$ cat config.mk
export PLATFORM = sky130hd
export DESIGN_NAME = drap_top
export DESIGN_NICKNAME = d
export VERILOG_FILES = /design/src/rtl/drap_pkg.sv /design/src/rtl/drap_pattern_ram.sv /design/src/rtl/drap_top.sv
export SDC_FILE = /design/constraint.sdc
export NUM_CORES = 2
export LEC_CHECK = 0
export BUFFER_PORTS_ARGS = -buffer_cell sky130_fd_sc_hd__buf_2
export CAP_MARGIN = 5
export CORE_UTILIZATION = 45
export DETAILED_ROUTE_END_ITERATION = 12
export PLACE_DENSITY_LB_ADDON = 0.05
export SLEW_MARGIN = 30
export SYNTH_ARGS = -nofsm -noshare
export SYNTH_HDL_FRONTEND = slang
export SYNTH_HIERARCHICAL = 1
export SYNTH_SLANG_ARGS = --single-unit
$ cat constraint.sdc
create_clock -name clk -period 4.5 [get_ports clk]
set_input_delay 0.225 -clock clk [delete_from_list [all_inputs] [get_ports clk]]
set_output_delay 0.225 -clock clk [all_outputs]
set_load 0.01 [all_outputs]
$ cat src/rtl/drap_pkg.sv
// Function
// Pattern RAM reads and writes are refused while the access enable bit 7 is 0 and allowed when it is 1; here bits 6, 12 and 0 must also be 1.
// Written data reaches the pattern RAM only when update enable bit 6 is set with bit 7; bit 6 at 0 denies access.
// Pattern RAM access proceeds only with control bits 7 and 6 and bits 12 and 0 of the gate register all at 1.
// If any of those four bits is 0 the pattern RAM is held in power-down.
// A 6-bit address field of the control register selects the RAM location for the next data access.
// Every read or write of the data register increments the RAM address field; here refused accesses leave it unchanged.
// Software reloads the address field before each block of non-sequential accesses.
// A 32-bit read/write data register carries the word read from or written to the RAM.
// The control register resets to zero and software writes 0 to its reserved bits.
// A data register read returns the RAM word at the address held before the increment.
package drap_pkg;
  localparam int ADDR_W = 12;
  localparam int DATA_W = 32;
  localparam int RAM_AW = 6;

  localparam logic [ADDR_W-1:0] CTRL_OFF = 12'h400;
  localparam logic [ADDR_W-1:0] WORD_OFF = 12'h404;
  localparam logic [ADDR_W-1:0] GATE_OFF = 12'h40c;

  localparam int ACCESS_BIT  = 7;
  localparam int UPDATE_BIT  = 6;
  localparam int GATE_HI_BIT = 12;
  localparam int GATE_LO_BIT = 0;

  localparam logic [7:0]        CTRL_RST = 8'h00;
  localparam logic [DATA_W-1:0] WORD_RST = 32'h0000_0000;
  localparam logic [1:0]        GATE_RST = 2'h0;

  localparam logic [1:0] RESP_OKAY   = 2'h0;
  localparam logic [1:0] RESP_SLVERR = 2'h2;
  localparam logic [1:0] RESP_DECERR = 2'h3;

  typedef enum {SEL_CTRL, SEL_WORD, SEL_GATE, SEL_NONE} drap_sel_e;
  typedef enum {RD_IDLE, RD_WAIT, RD_RESP} drap_rd_e;

  typedef struct packed {
    logic              accessEn;
    logic              writeEn;
    logic [RAM_AW-1:0] addr;
  } drap_ctrl_s;

  function automatic drap_sel_e drap_decode(input logic [ADDR_W-1:0] a);
    if (a[ADDR_W-1:2] == CTRL_OFF[ADDR_W-1:2]) begin
      return SEL_CTRL;
    end else if (a[ADDR_W-1:2] == WORD_OFF[ADDR_W-1:2]) begin
      return SEL_WORD;
    end else if (a[ADDR_W-1:2] == GATE_OFF[ADDR_W-1:2]) begin
      return SEL_GATE;
    end
    return SEL_NONE;
  endfunction : drap_decode
endpackage : drap_pkg

$ cat src/rtl/drap_pattern_ram.sv
`timescale 1ns/1ps
`default_nettype none
module drap_pattern_ram #(
  parameter int DW = 32,
  parameter int AW = 6
) (
  input  wire logic          clk,
  input  wire logic          rst_b,
  input  wire logic          powerDown,
  input  wire logic          re,
  input  wire logic          we,
  input  wire logic [AW-1:0] addr,
  input  wire logic [DW-1:0] wdata,
  output logic      [DW-1:0] rdata
);
  logic [DW-1:0] mem [2**AW];

  // Powered-down array ignores every strobe
  always_ff @(posedge clk) begin
    if (!powerDown && we) begin
      mem[addr] <= wdata;
    end
  end

  always_ff @(posedge clk or negedge rst_b) begin
    if (!rst_b) begin
      rdata <= '0;
    end else if (!powerDown && re) begin
      rdata <= mem[addr];
    end
  end
endmodule : drap_pattern_ram
`default_nettype wire

$ cat src/rtl/drap_top.sv
// Local design decisions: the register addresses and the AXI4-Lite interface to the registers.
`timescale 1ns/1ps
`default_nettype none
module drap_top
  import drap_pkg::*;
#(
  parameter int RAM_ADDR_W = RAM_AW
) (
  input  wire logic              clk,
  input  wire logic              rst_b,
  input  wire logic [ADDR_W-1:0] awaddr,
  input  wire logic              awvalid,
  output logic                   awready,
  input  wire logic [DATA_W-1:0] wdata,
  input  wire logic [3:0]        wstrb,
  input  wire logic              wvalid,
  output logic                   wready,
  output logic      [1:0]        bresp,
  output logic                   bvalid,
  input  wire logic              bready,
  input  wire logic [ADDR_W-1:0] araddr,
  input  wire logic              arvalid,
  output logic                   arready,
  output logic      [DATA_W-1:0] rdata,
  output logic      [1:0]        rresp,
  output logic                   rvalid,
  input  wire logic              rready,
  output logic                   patternTablePowerDown
);
  drap_ctrl_s        ctrlQ;
  logic [1:0]        gateQ;
  logic [DATA_W-1:0] wordQ;
  logic              awHeldQ;
  logic              wHeldQ;
  logic [ADDR_W-1:0] awAddrQ;
  logic [DATA_W-1:0] wDataQ;
  logic [3:0]        wStrbQ;
  logic              bvalidQ;
  logic [1:0]        brespQ;
  drap_rd_e          rdStateQ;
  drap_sel_e         rdSelQ;
  logic              rdOkQ;
  logic [DATA_W-1:0] rdataQ;
  logic [1:0]        rrespQ;
  logic              accessOpen;
  logic              wrGo;
  logic              arFire;
  drap_sel_e         wrSel;
  drap_sel_e         arSel;
  logic              ramWe;
  logic              ramRe;
  logic [DATA_W-1:0] ramRdata;
  logic [DATA_W-1:0] wrMerged;
  logic [RAM_AW-1:0] addrNext;

  function automatic logic [DATA_W-1:0] drap_merge(input logic [DATA_W-1:0] old,
                                                   input logic [DATA_W-1:0] nw,
                                                   input logic [3:0]        strb);
    logic [DATA_W-1:0] r;
    r = old;
    for (int i = 0; i < 4; i++) begin
      if (strb[i]) begin
        r[8*i +: 8] = nw[8*i +: 8];
      end
    end
    return r;
  endfunction : drap_merge

  // All four enables must be high to reach the array
  assign accessOpen            = ctrlQ.accessEn & ctrlQ.writeEn & gateQ[1] & gateQ[0];
  assign patternTablePowerDown = ~accessOpen;

  assign wrSel    = drap_decode(awAddrQ);
  assign arSel    = drap_decode(araddr);
  assign awready  = ~awHeldQ;
  assign wready   = ~wHeldQ;
  assign wrGo     = awHeldQ & wHeldQ & ~bvalidQ & (rdStateQ == RD_IDLE);
  // Pending write wins so only one access touches the address at a time
  assign arready  = (rdStateQ == RD_IDLE) & ~(awHeldQ & wHeldQ);
  assign arFire   = arvalid & arready;
  assign wrMerged = drap_merge(wordQ, wDataQ, wStrbQ);
  assign ramWe    = wrGo & (wrSel == SEL_WORD) & accessOpen;
  assign ramRe    = arFire & (arSel == SEL_WORD) & accessOpen;
  // Six-bit step wraps from the top location to zero
  assign addrNext = ctrlQ.addr + RAM_AW'(1);

  assign bvalid = bvalidQ;
  assign bresp  = brespQ;
  assign rvalid = (rdStateQ == RD_RESP);
  assign rdata  = rdataQ;
  assign rresp  = rrespQ;

  drap_pattern_ram #(
    .DW(DATA_W),
    .AW(RAM_ADDR_W)
  ) i_drap_pattern_ram (
    .clk      (clk),
    .rst_b    (rst_b),
    .powerDown(patternTablePowerDown),
    .re       (ramRe),
    .we       (ramWe),
    .addr     (ctrlQ.addr),
    .wdata    (wrMerged),
    .rdata    (ramRdata)
  );

  // Write address and data captured independently
  always_ff @(posedge clk or negedge rst_b) begin
    if (!rst_b) begin
      awHeldQ <= 1'b0;
      awAddrQ <= '0;
    end else if (awvalid && awready) begin
      awHeldQ <= 1'b1;
      awAddrQ <= awaddr;
    end else if (wrGo) begin
      awHeldQ <= 1'b0;
    end
  end

  always_ff @(posedge clk or negedge rst_b) begin
    if (!rst_b) begin
      wHeldQ <= 1'b0;
      wDataQ <= '0;
      wStrbQ <= 4'h0;
    end else if (wvalid && wready) begin
      wHeldQ <= 1'b1;
      wDataQ <= wdata;
      wStrbQ <= wstrb;
    end else if (wrGo) begin
      wHeldQ <= 1'b0;
    end
  end

  // Write response
  always_ff @(posedge clk or negedge rst_b) begin
    if (!rst_b) begin
      bvalidQ <= 1'b0;
      brespQ  <= RESP_OKAY;
    end else if (wrGo) begin
      bvalidQ <= 1'b1;
      if (wrSel == SEL_NONE) begin
        brespQ <= RESP_DECERR;
      end else if (wrSel == SEL_WORD && !accessOpen) begin
        brespQ <= RESP_SLVERR;
      end else begin
        brespQ <= RESP_OKAY;
      end
    end else if (bready) begin
      bvalidQ <= 1'b0;
    end
  end

  // Control register; reserved bits are not stored and read back zero
  always_ff @(posedge clk or negedge rst_b) begin
    if (!rst_b) begin
      ctrlQ <= drap_ctrl_s'(CTRL_RST);
    end else if (wrGo && wrSel == SEL_CTRL && wStrbQ[0]) begin
      ctrlQ <= drap_ctrl_s'(wDataQ[7:0]);
    end else if (ramWe || (rdStateQ == RD_WAIT && rdSelQ == SEL_WORD && rdOkQ)) begin
      ctrlQ.addr <= addrNext;
    end
  end

  always_ff @(posedge clk or negedge rst_b) begin
    if (!rst_b) begin
      gateQ <= GATE_RST;
    end else if (wrGo && wrSel == SEL_GATE) begin
      if (wStrbQ[1]) begin
        gateQ[1] <= wDataQ[GATE_HI_BIT];
      end
      if (wStrbQ[0]) begin
        gateQ[0] <= wDataQ[GATE_LO_BIT];
      end
    end
  end

  // Data register holds the last word written or read
  // Refused writes still load it; only the array is gated
  always_ff @(posedge clk or negedge rst_b) begin
    if (!rst_b) begin
      wordQ <= WORD_RST;
    end else if (wrGo && wrSel == SEL_WORD) begin
      wordQ <= wrMerged;
    end else if (rdStateQ == RD_WAIT && rdSelQ == SEL_WORD && rdOkQ) begin
      wordQ <= ramRdata;
    end
  end

  // Read channel: accept, fetch, answer
  always_ff @(posedge clk or negedge rst_b) begin
    if (!rst_b) begin
      rdStateQ <= RD_IDLE;
      rdSelQ   <= SEL_NONE;
      rdOkQ    <= 1'b0;
    end else begin
      unique case (rdStateQ)
        RD_IDLE: begin
          // Gate state frozen at acceptance for the whole read
          if (arFire) begin
            rdStateQ <= RD_WAIT;
            rdSelQ   <= arSel;
            rdOkQ    <= accessOpen;
          end
        end
        RD_WAIT: begin
          rdStateQ <= RD_RESP;
        end
        RD_RESP: begin
          if (rready) begin
            rdStateQ <= RD_IDLE;
          end
        end
      endcase
    end
  end

  always_ff @(posedge clk or negedge rst_b) begin
    if (!rst_b) begin
      rdataQ <= '0;
      rrespQ <= RESP_OKAY;
    end else if (rdStateQ == RD_WAIT) begin
      rrespQ <= RESP_OKAY;
      unique case (rdSelQ)
        SEL_CTRL: rdataQ <= {24'h0, ctrlQ};
        SEL_WORD: begin
          rdataQ <= rdOkQ ? ramRdata : wordQ;
          if (!rdOkQ) begin
            rrespQ <= RESP_SLVERR;
          end
        end
        SEL_GATE: begin
          rdataQ              <= '0;
          rdataQ[GATE_HI_BIT] <= gateQ[1];
          rdataQ[GATE_LO_BIT] <= gateQ[0];
        end
        SEL_NONE: begin
          rdataQ <= '0;
          rrespQ <= RESP_DECERR;
        end
      endcase
    end
  end
endmodule : drap_top
`default_nettype wire

==> flow_metrics.tcl <==
set metrics [dict create \
    status "finished clean" \
    synth.distinct_cells 81 \
    track_usage 0.3029 \
    grt_pass1_wl_microns 403100 \
    required_ns 5.24 \
    yosysSeqAreaShare 0.7621 \
    root_buffer "clkbuf_16" \
    syn_nets 4853 \
    die_h_microns 439.4 \
    max_slew_margin 0.2923 \
    synth_area_leaders "edfxtp_1 71%, dfrtp_1 4.7%, mux4_2 4.0%, mux2_2 3.5%, a221oi_1 2.4%" \
    drtIter0Drc 6734 \
    rows 160 \
    start_util 0.4531 \
    die_w_microns 439.4 \
    htreeDepth 4 \
    grt_max_degree 89 \
    drc 0 \
    cpMaxStageDelayCell "dfrtp_4" \
    dieArea_sq_um 193000 \
    async_flop_share 0.07414 \
    ir_drop_mv 0.3268 \
    layout-drive-gt1-share 0.2378 \
    worstSkewPairLatency_ns 0.88 \
    synthTopCellsByCount "2048 x edfxtp_1, 269 x mux2_2, 261 x nand2_1" \
    vias 50550 \
    cts_setup_buffers 0 \
    ios 109 \
    yosys_warnings 6 \
    nFillCells 15360 \
    path_class "reg2reg" \
    end_kind "flip-flop" \
    worstSetupStartpointType "flip-flop" \
    syn_inst 4781 \
    yosys.area.top_type "edfxtp_1" \
    syn-cell-area_sq_um 86080 \
    clk_pin_slew_worst_paths_ns 0.06 \
    cts_tree "done" \
    hold_ws_ns 0.02289 \
    tightest_slew_ns 1.059 \
    antenna_found_initial 13 \
    p_leak_nw 33.84 \
    rsz0062_at_grt "no" \
    clock_skew_ns 0.02950 \
    slew_viol_final 0 \
    finalHoldViolCount 0 \
    dr.pass1.iters 9 \
    routedWlPerCell_microns 37.06 \
    routed_via_density 6.379 \
    drt_wl_total_microns 293700 \
    cp_data_arrival_time_ns 4.96 \
    grt.overflow.total 0 \
    syn_area_per_cell_sq_um 18.01 \
    path_max_fanout 47 \
    fin_crit_sh 0.9388 \
    synth_top_area_share 0.7144 \
    drv_cap 0 \
    portBuffers 104 \
    fin_area_sq_um 100200 \
    dpl_cell_area_sq_um 92490 \
    core_area_sq_um 190000 \
    grt_pass1_vias 47960 \
    setup_violations 0 \
    max_freq_mhz 236.7 \
    synth_edf_count 2048 \
    crit_buf_inv 4 \
    hold_class "in2async" \
    pwr_density_cell_nw_per_um2 507.8 \
    cp_top_family "simple AND/OR/NAND/NOR gates" \
    ys_ff_latch 2212 \
    syn_to_final_growth_pct 16.39 \
    dp_hpwl_microns 183400 \
    worstPathCellList "buf_12 -> buf_12 -> mux4_2 -> nand2_1 -> nand3_1 -> buf_4 -> nor4b_1 -> buf_4 -> a31oi_1" \
    instances_no_fill 7924 \
    cts_buffer_depth 3 \
    final_nets 5292 \
    post-place-cells 7429 \
    synthMostInstantiatedCell "edfxtp_1" \
    gp_routability_congestion 0.8698 \
    numCtsBuffers 226 \
    period_needed_ns 4.225 \
    max_stage_delay_ns 1.02 \
    ant_nets 0 \
    synth_top_flop_cell "edfxtp_1" \
    clock-sinks 2212 \
]
where the power goes:
group | total (mW) | switching [mW] | internal [mW]
registers | 25.8 | 0.387 | 25.4
logic | 7.13 | 5.52 | 1.61
clock network | 17.9 | 7.89 | 10.0
routing by layer:
layer	vias up	GRT usage	part of all wire
li1	20480	-	-
met1	27280	0.4486	0.43
met2	2407	0.4648	0.46
met3	365	0.05471	0.091
met4	10	0.07278	0.023
met5	-	0	0.00023
final cells by class:
class                           count  area [sq um]  area share
Clock inverter                    118         865.8    0.008642
Antenna cell                        2         5.005  0.00004995
Clock buffer                      301          6091     0.06079
Inverter                           15         63.81   0.0006369
Sequential cell                  2212         65620      0.6549
Tap cell                         2511          3142     0.03136
Multi-Input combinational cell   2230         19350      0.1932
Timing Repair Buffer              535          5056     0.05046
per-stage QoR:
stage	utilization	total power [mW]	setup WS, ns	TNS (ns)
floorplan	-	29.26	0.9580	0
global placement	0.4861	32.89	-0.3669	-0.6845
detailed placement	0.4868	33.10	0.3687	0
CTS	0.5273	50.98	0.3607	0
global route	0.5274	52.16	0.2704	0
finish	0.5274	50.88	0.2752	0
cells by family after synthesis:
logic type,count (synthesis),synth area share
flops,2212,0.7621
compound gates,965,0.08206
mux,663,0.1036
simple gates,594,0.03045
buf+inv,339,0.02076
fa+ha+maj,5,0.0007267
xor+xnor,3,0.0003053
what timing repair did:
item	4_1_cts	5_1_grt
resized for setup	0	0
hold buffers	74	0
endpoints found under the hold margin	140	0
worst reg2reg max path, delay by kind of cell (launching register included):
family / cells / cell delay [ns]
AOI/OAI and AO/OA: 1 / 0.08
buffers and inverters: 4 / 1.03
DFF: 1 / 1.02
muxes: 1 / 0.61
and+or+nand+nor: 3 / 1.36
path summary, 6_finish.rpt:
| path | cells past startpoint | slack (ns) | startpoint | end |
|---|---|---|---|---|
| max | 9 | 0.28 | ctrlQ[0]$_DFFE_PN0P_ | i_drap_pattern_ram/rdata[20]$_DFFE_PN0P_ |
| min | 2 | 0.02 | rst_b | wStrbQ[1]$_DFFE_PN0P_ |
| max reg2reg | 9 | 0.28 | ctrlQ[0]$_DFFE_PN0P_ | i_drap_pattern_ram/rdata[20]$_DFFE_PN0P_ |
| min reg2reg | 1 | 0.47 | rdata[0]$_DFFE_PN0N_ | rdata[0]$_DFFE_PN0N_ |
| max in group asynchronous | 3 | 3.37 | rst_b | rdata[27]$_DFFE_PN0N_ |
| min in group clk | 3 | 0.11 | bready | bvalid$_DFFE_PN0P_ |
sequential cells by signal, summed over array words and instances, names as in the netlist:
| register | count |
|---|---|
| wDataQ | 32 |
| i_drap_pattern_ram/rdata | 32 |
| gateQ | 2 |
| i_drap_pattern_ram/mem | 2048 |
| wStrbQ | 4 |
| awAddrQ | 10 |
| wordQ | 32 |
| bresp | 2 |
| rdSelQ | 2 |
| rdOkQ | 1 |
| rdata | 32 |
| rresp | 2 |
| wHeldQ | 1 |
| rdStateQ | 2 |
| ctrlQ | 8 |
| awHeldQ | 1 |
| bvalid | 1 |
layout by cell type (no fill, tap or decap), types with 13 or more instances in the layout:
cell type      instances
a211oi_1              13
a21oi_1              110
a221o_1               29
a221oi_1             233
a22o_1                31
a22oi_1              167
a31oi_1               27
buf_12                82
buf_2                103
buf_4                271
clkbuf_1              63
clkbuf_16            229
clkinv_1              62
clkinv_2              33
dfrtp_1              159
dlygate4sd3_1         74
edfxtp_1            2048
mux2_1                39
mux2_2               265
mux2i_1              203
mux4_2               151
nand2_1              261
nand3_1               54
nand4_1               13
nor2_1               109
nor2_4                69
o21ai_0              113
o21ai_1               16
o221ai_1              14
o22ai_1              103
o2bb2ai_1             14
o32a_1                18
(Power assumes the default switching activity.)
